==> src/verilog/anab_pkg.sv <==
// auto-negotiation ability register bank: constants and types
// assumes a management frame decoder on the same clock drives the reg port
package anab_pkg;

    localparam int REG_AW = 5;
    localparam int REG_DW = 16;

    // register addresses on the management interface
    localparam logic [REG_AW-1:0] ADDR_LOCAL_ADVERTISE = 5'h04;
    localparam logic [REG_AW-1:0] ADDR_PARTNER_BASE_PAGE = 5'h05;

    // field positions shared by both registers
    localparam int BIT_NEXT_PAGE = 15;
    localparam int BIT_ACK = 14;
    localparam int BIT_REMOTE_FAULT = 13;
    localparam int BIT_RSVD_HI = 12;
    localparam int BIT_RSVD_LO = 11;
    localparam int BIT_PAUSE = 10;
    localparam int BIT_T4 = 9;
    localparam int BIT_TX_FD = 8;
    localparam int BIT_TX_HD = 7;
    localparam int BIT_T_FD = 6;
    localparam int BIT_T_HD = 5;
    localparam int SEL_HI = 4;
    localparam int SEL_LO = 0;

    localparam logic [4:0] SELECTOR_8023 = 5'h01;
    localparam logic [REG_DW-1:0] ZERO_WORD = 16'h0000;

    // advertisement reset value without the strap-driven bits 8 and 6
    localparam logic [REG_DW-1:0] ADV_RESET = 16'h00a1;
    // bits software may write in the advertisement register
    localparam logic [REG_DW-1:0] ADV_WR_MASK = 16'hbde0;
    // consistency compare ignores the acknowledge bit
    localparam logic [REG_DW-1:0] CONSIST_MASK = 16'hbfff;

    // consistent bursts needed before acknowledging
    localparam int ACK_BURSTS = 3;
    // cycles after reset release before the synchronised strap is valid
    localparam logic [1:0] STRAP_SETTLE = 2'h2;

    typedef enum logic [1:0] {
        ANAB_IDLE = 2'b00,
        ANAB_SEEN1 = 2'b01,
        ANAB_SEEN2 = 2'b10,
        ANAB_ACKED = 2'b11
    } anab_ack_state_t;

    typedef struct packed {
        logic next_page;
        logic ack;
        logic remote_fault;
        logic [1:0] reserved;
        logic pause;
        logic t4;
        logic tx_fd;
        logic tx_hd;
        logic t_fd;
        logic t_hd;
        logic [4:0] selector;
    } anab_page_t;

endpackage : anab_pkg

==> src/verilog/anab_regs.sv <==
// auto-negotiation advertisement and link partner base page registers
// assumes reg port and burst port come from logic on clk; strap is a pin
`timescale 1ns/1ps
module anab_regs (
    input wire logic clk, // core clock, 250 MHz
    input wire logic rst_b, // synchronous reset, active low
    input wire logic duplex_strap_pin, // duplex strap, asynchronous pin
    input wire logic reg_wr, // management write strobe
    input wire logic reg_rd, // management read strobe
    input wire logic [anab_pkg::REG_AW-1:0] reg_addr, // register address
    input wire logic [anab_pkg::REG_DW-1:0] reg_wdata, // write data
    output logic [anab_pkg::REG_DW-1:0] reg_rdata, // registered read data
    output logic reg_rvalid, // read data valid, one cycle
    output logic reg_hit, // read data came from this bank
    input wire logic burst_valid, // received burst, one-cycle pulse
    input wire logic [anab_pkg::REG_DW-1:0] burst_word, // its code word
    input wire logic an_restart, // restart negotiation, pulse
    input wire logic an_complete, // negotiation complete status
    input wire logic exp_read, // expansion register read, pulse
    output anab_pkg::anab_page_t local_page, // page to transmit
    output anab_pkg::anab_page_t partner_page, // received base page
    output logic pages_valid, // pages may be used
    output logic page_received, // latched page-received flag
    output logic strap_full_duplex // synchronised duplex strap level
);
    import anab_pkg::*;

    ////////////////////////////////////////////////////////////////////
    // strap synchroniser and capture after reset release
    logic strap_meta;
    logic strap_sync;
    logic [1:0] settle_cnt;
    logic [1:0] next_settle_cnt;
    logic strap_loaded;
    logic next_strap_loaded;

    always_ff @(posedge clk) begin
        if (!rst_b) begin
            strap_meta <= 1'b0;
            strap_sync <= 1'b0;
        end else begin
            strap_meta <= duplex_strap_pin;
            strap_sync <= strap_meta;
        end
    end

    always_comb begin
        next_settle_cnt = settle_cnt;
        next_strap_loaded = strap_loaded;
        if (!strap_loaded) begin
            if (settle_cnt == STRAP_SETTLE) begin
                next_strap_loaded = 1'b1;
            end else begin
                next_settle_cnt = 2'(settle_cnt + 2'h1);
            end
        end
    end

    always_ff @(posedge clk) begin
        if (!rst_b) begin
            settle_cnt <= 2'h0;
            strap_loaded <= 1'b0;
        end else begin
            settle_cnt <= next_settle_cnt;
            strap_loaded <= next_strap_loaded;
        end
    end

    // true in the one cycle the strap defaults are copied in
    logic strap_take;
    assign strap_take = !strap_loaded && (settle_cnt == STRAP_SETTLE);

    ////////////////////////////////////////////////////////////////////
    // consistent-burst detection for the acknowledge bit
    function automatic logic consistent(input logic [REG_DW-1:0] a,
                                        input logic [REG_DW-1:0] b);
        consistent = ((a & CONSIST_MASK) == (b & CONSIST_MASK));
    endfunction : consistent

    anab_ack_state_t ack_state;
    anab_ack_state_t next_ack_state;
    logic [REG_DW-1:0] last_word;
    logic [REG_DW-1:0] next_last_word;
    logic load_partner;

    always_comb begin
        next_ack_state = ack_state;
        next_last_word = last_word;
        load_partner = 1'b0;
        if (an_restart) begin
            next_ack_state = ANAB_IDLE;
            next_last_word = ZERO_WORD;
        end else if (burst_valid) begin
            next_last_word = burst_word;
            case (ack_state)
                ANAB_IDLE: begin
                    next_ack_state = ANAB_SEEN1;
                end
                ANAB_SEEN1: begin
                    next_ack_state = consistent(burst_word, last_word)
                                     ? ANAB_SEEN2 : ANAB_SEEN1;
                end
                ANAB_SEEN2: begin
                    if (consistent(burst_word, last_word)) begin
                        next_ack_state = ANAB_ACKED;
                        load_partner = 1'b1;
                    end else begin
                        next_ack_state = ANAB_SEEN1;
                    end
                end
                ANAB_ACKED: begin
                    // a changed page restarts the count
                    if (!consistent(burst_word, last_word)) begin
                        next_ack_state = ANAB_SEEN1;
                    end
                end
                default: begin
                    next_ack_state = ANAB_IDLE;
                end
            endcase
        end
    end

    always_ff @(posedge clk) begin
        if (!rst_b) begin
            ack_state <= ANAB_IDLE;
            last_word <= ZERO_WORD;
        end else begin
            ack_state <= next_ack_state;
            last_word <= next_last_word;
        end
    end

    ////////////////////////////////////////////////////////////////////
    // advertisement register
    logic [REG_DW-1:0] adv;
    logic [REG_DW-1:0] next_adv;
    logic adv_tx_fd_written;
    logic adv_t_fd_written;
    logic next_tx_fd_written;
    logic next_t_fd_written;
    logic adv_wr;
    logic [REG_DW-1:0] adv_view;

    assign adv_wr = reg_wr && (reg_addr == ADDR_LOCAL_ADVERTISE);

    always_comb begin
        next_adv = adv;
        next_tx_fd_written = adv_tx_fd_written;
        next_t_fd_written = adv_t_fd_written;
        // bits 9, 14 and the selector are never stored from writes
        if (adv_wr) begin
            next_adv = (adv & ~ADV_WR_MASK) | (reg_wdata & ADV_WR_MASK);
            next_tx_fd_written = 1'b1;
            next_t_fd_written = 1'b1;
        end
        // strap default only where software has not written yet
        if (strap_take && !adv_wr) begin
            if (!adv_tx_fd_written) begin
                next_adv[BIT_TX_FD] = strap_sync;
            end
            if (!adv_t_fd_written) begin
                next_adv[BIT_T_FD] = strap_sync;
            end
        end
    end

    always_ff @(posedge clk) begin
        if (!rst_b) begin
            adv <= ADV_RESET;
            adv_tx_fd_written <= 1'b0;
            adv_t_fd_written <= 1'b0;
        end else begin
            adv <= next_adv;
            adv_tx_fd_written <= next_tx_fd_written;
            adv_t_fd_written <= next_t_fd_written;
        end
    end

    always_comb begin
        adv_view = adv;
        adv_view[BIT_ACK] = (ack_state == ANAB_ACKED);
        adv_view[BIT_T4] = 1'b0;
        adv_view[SEL_HI:SEL_LO] = SELECTOR_8023;
    end

    ////////////////////////////////////////////////////////////////////
    // link partner register and page-received latch
    logic [REG_DW-1:0] lp;
    logic [REG_DW-1:0] next_lp;
    logic next_page_received;

    always_comb begin
        // one word loaded whole, so no mix of two pages is visible
        next_lp = load_partner ? burst_word : lp;
        // a new page wins over a clearing read in the same cycle
        if (load_partner) begin
            next_page_received = 1'b1;
        end else if (exp_read) begin
            next_page_received = 1'b0;
        end else begin
            next_page_received = page_received;
        end
    end

    always_ff @(posedge clk) begin
        if (!rst_b) begin
            lp <= ZERO_WORD;
            page_received <= 1'b0;
        end else begin
            lp <= next_lp;
            page_received <= next_page_received;
        end
    end

    ////////////////////////////////////////////////////////////////////
    // management read path; other addresses read zero, hit low
    logic [REG_DW-1:0] next_rdata;
    logic next_hit;

    always_comb begin
        next_rdata = ZERO_WORD;
        next_hit = 1'b0;
        if (reg_rd) begin
            case (reg_addr)
                ADDR_LOCAL_ADVERTISE: begin
                    next_rdata = adv_view;
                    next_hit = 1'b1;
                end
                ADDR_PARTNER_BASE_PAGE: begin
                    next_rdata = lp;
                    next_hit = 1'b1;
                end
                default: begin
                    next_rdata = ZERO_WORD;
                end
            endcase
        end
    end

    always_ff @(posedge clk) begin
        if (!rst_b) begin
            reg_rdata <= ZERO_WORD;
            reg_rvalid <= 1'b0;
            reg_hit <= 1'b0;
        end else begin
            reg_rdata <= next_rdata;
            reg_rvalid <= reg_rd;
            reg_hit <= next_hit;
        end
    end

    assign local_page = anab_page_t'(adv_view);
    assign partner_page = anab_page_t'(lp);
    assign pages_valid = an_complete;
    assign strap_full_duplex = strap_sync;

    ////////////////////////////////////////////////////////////////////
    // checks
    AST_ADV_RESET: assert property (@(posedge clk)
        !rst_b |=> (adv[BIT_NEXT_PAGE] == 1'b0) && !adv[BIT_REMOTE_FAULT]
                   && !adv[BIT_PAUSE] && adv[BIT_TX_HD] && adv[BIT_T_HD])
        else $error("advertisement reset value wrong");
    // two more bursts are needed, so no ack in the next two cycles
    AST_ACK_AFTER3: assert property (@(posedge clk)
        disable iff (!rst_b)
        (ack_state == ANAB_IDLE) && burst_valid && !an_restart
        |=> !local_page.ack [*2])
        else $error("ack set too early");
    AST_ACK_MATCH: assert property (@(posedge clk)
        disable iff (!rst_b)
        $rose(local_page.ack) |-> $past(ack_state) == ANAB_SEEN2
                                  && page_received)
        else $error("ack rose without third burst");
    AST_ACK_CLEAR: assert property (@(posedge clk)
        disable iff (!rst_b)
        an_restart |=> !local_page.ack)
        else $error("ack survived a restart");
    AST_WRITE_TAKES: assert property (@(posedge clk)
        disable iff (!rst_b)
        adv_wr |=> local_page.next_page == $past(reg_wdata[BIT_NEXT_PAGE])
                   && local_page.pause == $past(reg_wdata[BIT_PAUSE])
                   && local_page.remote_fault
                      == $past(reg_wdata[BIT_REMOTE_FAULT]))
        else $error("advertisement write not stored");
    AST_T4_ZERO: assert property (@(posedge clk)
        disable iff (!rst_b)
        reg_rd && reg_addr == ADDR_LOCAL_ADVERTISE
        |=> reg_rdata[BIT_T4] == 1'b0
            && reg_rdata[SEL_HI:SEL_LO] == SELECTOR_8023)
        else $error("constant advertisement fields wrong");
    AST_STRAP_DEFAULT: assert property (@(posedge clk)
        disable iff (!rst_b)
        strap_take && !adv_wr && !adv_tx_fd_written
        |=> adv[BIT_TX_FD] == $past(strap_sync)
            && adv[BIT_T_FD] == $past(strap_sync))
        else $error("strap default not copied");
    AST_LP_WHOLE: assert property (@(posedge clk)
        disable iff (!rst_b)
        lp != $past(lp) |-> $past(load_partner)
                           && lp == $past(burst_word))
        else $error("partner register changed without a load");
    AST_PR_SET: assert property (@(posedge clk)
        disable iff (!rst_b)
        load_partner && exp_read |=> page_received)
        else $error("page received lost to a read");
    AST_PR_CLR: assert property (@(posedge clk)
        disable iff (!rst_b)
        exp_read && !load_partner |=> !page_received)
        else $error("page received not cleared by read");
    AST_PR_RISE: assert property (@(posedge clk)
        disable iff (!rst_b)
        $rose(page_received) |-> $past(load_partner))
        else $error("page received set without a load");
    AST_VALID: assert property (@(posedge clk)
        disable iff (!rst_b)
        pages_valid == an_complete)
        else $error("validity does not follow completion");

    COV_ACK: cover property (@(posedge clk) disable iff (!rst_b)
        $rose(local_page.ack));
    COV_READ_LP: cover property (@(posedge clk) disable iff (!rst_b)
        reg_rd && reg_addr == ADDR_PARTNER_BASE_PAGE && page_received);
    COV_SET_CLR: cover property (@(posedge clk) disable iff (!rst_b)
        load_partner && exp_read);
    COV_WRITE: cover property (@(posedge clk) disable iff (!rst_b)
        adv_wr ##1 reg_rd && reg_addr == ADDR_LOCAL_ADVERTISE);

endmodule : anab_regs

==> config.mk <==
export PLATFORM = sky130hd
export DESIGN_NAME = anab_regs
export DESIGN_NICKNAME = d
export VERILOG_FILES = /design/src/verilog/anab_pkg.sv /design/src/verilog/anab_regs.sv
export SDC_FILE = /design/constraint.sdc
export NUM_CORES = 1
export LEC_CHECK = 0
export ABC_AREA = 0
export BUFFER_PORTS_ARGS = -buffer_cell sky130_fd_sc_hd__buf_4
export CAP_MARGIN = 30
export CORE_ASPECT_RATIO = 1.5
export CORE_MARGIN = 2
export CORE_UTILIZATION = 53
export DETAILED_ROUTE_END_ITERATION = 7
export PLACE_DENSITY = 0.86
export SLEW_MARGIN = 20
export SYNTH_ARGS = -nofsm -noshare
export SYNTH_HDL_FRONTEND = slang
export SYNTH_SLANG_ARGS = --single-unit
==> constraint.sdc <==
create_clock -name clk -period 3.55 [get_ports clk]
set_clock_uncertainty 0.2 [all_clocks]
set_input_delay 0 -clock clk [delete_from_list [all_inputs] [get_ports clk]]
set_output_delay 0 -clock clk [all_outputs]
set_load 0.005 [all_outputs]
* Word level (Yosys, flattened, before mapping)
Index checks and enable logic that the tools add are counted.
Operators by class: add/subtract/negate cells 1, muxes and demuxes 19, bitwise logic cells 4, reduce and logical (&&, ||, !) cells 12, eq/ne operators 8
Operator list (number):
- $pmux W16 S2 | 1
- $or A15 B16 Y16 | 1
- $eq A15 B15 Y1 | 1
- $mux W1 | 13
- $eq A5 B3 Y1 const B | 2
- $mux W9 | 1
- $pmux W2 S4 | 1
- $eq A2 B2 Y1 const B | 3
- $mux W2 | 3
- $reduce_and A2 Y1 | 3
- $reduce_or A2 Y1 | 2
- $logic_and A1 B1 Y1 | 3
- $not A1 Y1 | 3
- $add A2 B1 Y2 const B | 1
- $eq A2 B1 Y1 const B | 1
- $logic_not A1 Y1 | 2
- $logic_not A2 Y1 | 1
- $ne A2 B2 Y1 const B | 1
- $reduce_bool A2 Y1 | 1
Word-level totals: logic and storage cells 58, flip-flop bits (word level) 75, output and inout bits 53, bits of input ports 46

* Logic depth before layout (Yosys ltp)
depth after elaboration 6, mapped depth 8, mapped depth without buffers 6

* Worst setup path after synthesis
No wires, ideal clock.
path type flip-flop to flip-flop, from reg ack_state[0], to reg lp[10] (netlist: partner_page[10]), arrival time 1.456 ns, slack 1.823 ns, path buffers 2, stages on the path, launching flop included 9, period minus slack after synthesis 1.727 ns, data required time 3.278 ns, path through dfxtp_1 > inv_1 > ha_1 > and3b_1 > nand4_1 > nor4_2 > buf_6 > buf_12 > mux2i_1
On the way: word-level cells in the longest chain between the ends 4
Ends and longest elaborated chain:
- start: declaration | RTL line anab_regs.sv:80 | anab_ack_state_t ack_state;
- start signal: assignment | RTL line anab_regs.sv:129 | ack_state <= next_ack_state;
- $eq A2 B2 Y1 | RTL line anab_regs.sv:95 | case (ack_state)
- $mux W1 | RTL line anab_regs.sv:95
- $mux W1 | RTL line anab_regs.sv:93 | end else if (burst_valid) begin
- $mux W1 | RTL line anab_regs.sv:90 | if (an_restart) begin
- end signal: assignment | RTL line anab_regs.sv:211 | lp <= next_lp;
- end: declaration | RTL line anab_regs.sv:189 | logic [REG_DW-1:0] lp;
Every way passes these cells. A chain may end at the register's enable or synchronous reset.

* Final worst setup path
from reg ack_state[0], to reg lp[14] (netlist: partner_page[14])
Same word-level chain as after synthesis.

==> metrics <==
status=completed; nature of the critical path endpoint=flop; Reg area=1340 um^2; Seq/Total Area, Yosys=48.5%; Residual DRC=0; clock sink total=67; Synth top cells by count=dfxtp_1, mux2i_1, nand2_1, nor2_1, xnor2_1; number of CTS-inserted buffers=9; Hold Path Depth=4; critical path startpoint category=flop; crit path DAT=2540 ps; Initial Util=54.4%; # diodes=0; critical path's top delay family=buffers and inverters; P_int=1.18 mW; Max stage delay on crit path=560 ps; top-area cell type share of the netlist area=48.5%; LEAKAGE=1.86 nW; Post-Route Setup TNS=0 ps; Synth Register Bits=67; Switch Pwr=0.390 mW; initial antenna violation count=0; crit path time final=2460 ps; DRT iter0 DRCs=113; gpl congestion=0.776; area of the multi-input gates=1280 um^2; r2r endpoint=partner_page[14]; Final period util=69.3%; Critical Path Start=ack_state[0]; via count=2434; EDFF count, synth=0; die area=5830 um^2; largest net degree at the start of global routing=50; f_max=407 MHz; latest clock arrival within the worst-skew pair=340 ps; critical path type=flop to flop; unique cell type count in the Yosys netlist=35; reg2reg path depth=8; post-CTS setup buffers=0; Placed Instances=412; share of cells above drive strength 1=24.4%; syn_area_per_cell=9.96 um^2; crit path max fanout=17; Reg clk slew, reported paths=70 ps; power per standard cell area=390 nW/um^2; area leader, netlist=dfxtp_1; clk root buf=clkbuf_8; Total Routed Length=7150 um; drt via density=5.09; Slew HR=51.3%; CTS tree=yes; Cell Area, Synth=2770 um^2; Finished Layout Cells=478; Max H-tree Level=3; top area cells in the synthesized netlist=dfxtp_1, mux2i_1, xnor2_1, nand2_1, nor2_1; post-CTS sizing=0; FF-to-FF Start=ack_state[0]; Crit-path slowest cell=dlygate4sd3_1; Async SR Flop Fraction=0%; count leader, synth=dfxtp_1; Hold Slack=47.0 ps; fill cell count=328; final slew viol count=0; Main synth FF type=dfxtp_1; gr ovfl total=0; Flop pwr share=50.8%; routed wire length per instance=15.0 um; global-route wire length before repair=11500 um; ANT nets after route=0; Comb pwr share=15.5%; cells after synthesis=278; area delta synth->final=46.0%; clk buf depth=2; Chip Height=92.5 um; unrepaired setup endpoints after global routing=false; Tot GR Track Use=25.8%; setup violators final=0; DP Area=3370 um^2; worst-margin pin slew=730 ps; Critical Path Sink=partner_page[14]; Design Area, Final=4040 um^2; Clock power frac=33.7%; Critical Path Stages=8; vias in the first global route=2481; setup slack, reg-to-reg=1090 ps; Final Hold Violating Endpoints=0; Port-buffer cells=83; maximum vdd drop=0.000348 V; IO Pins=99; Critical Path RT=3630 ps; Die X=63 um; warning count from the yosys run=0; core area=5080 um^2; DP HPWL=4300 um; switching share of power=24.8%; Hold Crit Class=primary input to flop; crit-path cells=inv_1 > ha_1 > and3b_1 > nand4_1 > nor4_4 > buf_4 > mux2i_1 > dlygate4sd3_1; Total Power=1.57 mW; drt pass-1 iters=4; FP Rows=32; number of max-cap violations=0; Crit path buffers/inverters=3; # nets final=456
==> worst min path at each step <==
stage	to	start	slack [ps]
after floorplan	pages_valid	an_complete	-120
after global placement	pages_valid	an_complete	-200
after detailed placement	pages_valid	an_complete	-200
after CTS	reg_rdata[8]	reg_addr[1]	30
after global routing	reg_rdata[6]	reg_addr[3]	90
final	reg_rdata[13]	reg_addr[3]	50
==> power by group through the flow <==
stage / combinational (mW) / clock (mW) / sequential (mW)
3_5_place_dp: 0.189 / 0 / 0.813
4_1_cts: 0.239 / 0.536 / 0.797
2_1_floorplan: 0.122 / 0 / 0.811
5_1_grt: 0.266 / 0.567 / 0.802
6_report: 0.244 / 0.531 / 0.799
3_3_place_gp: 0.182 / 0 / 0.812
==> final cells by class <==
cell class / instances / share of cell area [%]
clock buffers: 12 / 3.59
inverters: 8 / 0.743
well taps: 68 / 2.11
multi-input cells: 185 / 31.7
clock inverters: 3 / 0.372
flip-flops and latches: 67 / 33.2
repair buffers: 135 / 28.2
==> cells by family (layout without fill, tap and decap cells) <==
family | after synthesis | in the layout | share of synthesized area, %
adder cells (fa/ha/maj) | 4 | 4 | 1.81
other | 2 | 6 | 0.271
buffers and inverters | 30 | 158 | 6.06
XOR/XNOR | 16 | 16 | 5.06
flip-flops | 67 | 67 | 48.5
AND/OR/NAND/NOR | 94 | 94 | 16.0
multiplexers | 51 | 51 | 18.4
AO/OA/AOI/OAI | 14 | 14 | 3.84
==> metrics by stage <==
step	util, %	setup slack, ps
2_1_floorplan	-	1820
3_3_place_gp	66.3	1720
3_5_place_dp	66.3	1650
4_1_cts	79.5	1120
5_1_grt	79.5	971
6_report	79.5	1090
==> sequential cells by signal, indices dropped and copies added, names as in the netlist, 2 cells and up <==
signal	cells
last_word	15
ack_state	2
adv	9
reg_rdata	16
partner_page	16
settle_cnt	2
==> routing by layer <==
layer | wire, um | global-route usage [%] | part of all wire, % | vias to the layer above
li1 | - | - | - | 1160
met1 | 2640 | 24.4 | 37 | 1160
met2 | 3920 | 49.2 | 55 | 90
met3 | 308 | 4.86 | 4.3 | 24
met4 | 277 | 16.9 | 3.9 | 0
met5 | 0 | 0 | 0 | -
==> worst register-to-register path, delay by kind of cell, from the launching register on <==
kind                       cells  cell delay (ps)
adders and majority gates      1              200
buffers and inverters          3              960
muxes                          1              220
and+or+nand+nor                3              480
DFF                            1              350
==> timing repair <==
item | in CTS | in global routing
hold buffers | 51 | 0
hold endpoints to repair | 67 | 0
endpoints found under the setup margin | 0 | 0
==> cell usage in the layout, fill, tap and decap left out, drive strengths merged, types with 7 or more instances in the layout <==
cell type,n
mux2i,51
clkbuf,12
nand2,37
inv,8
nor2,28
nor2b,7
buf,84
dfxtp,67
dlygate4sd3,51
xnor2,16
Power figures use the tool's default switching activity.
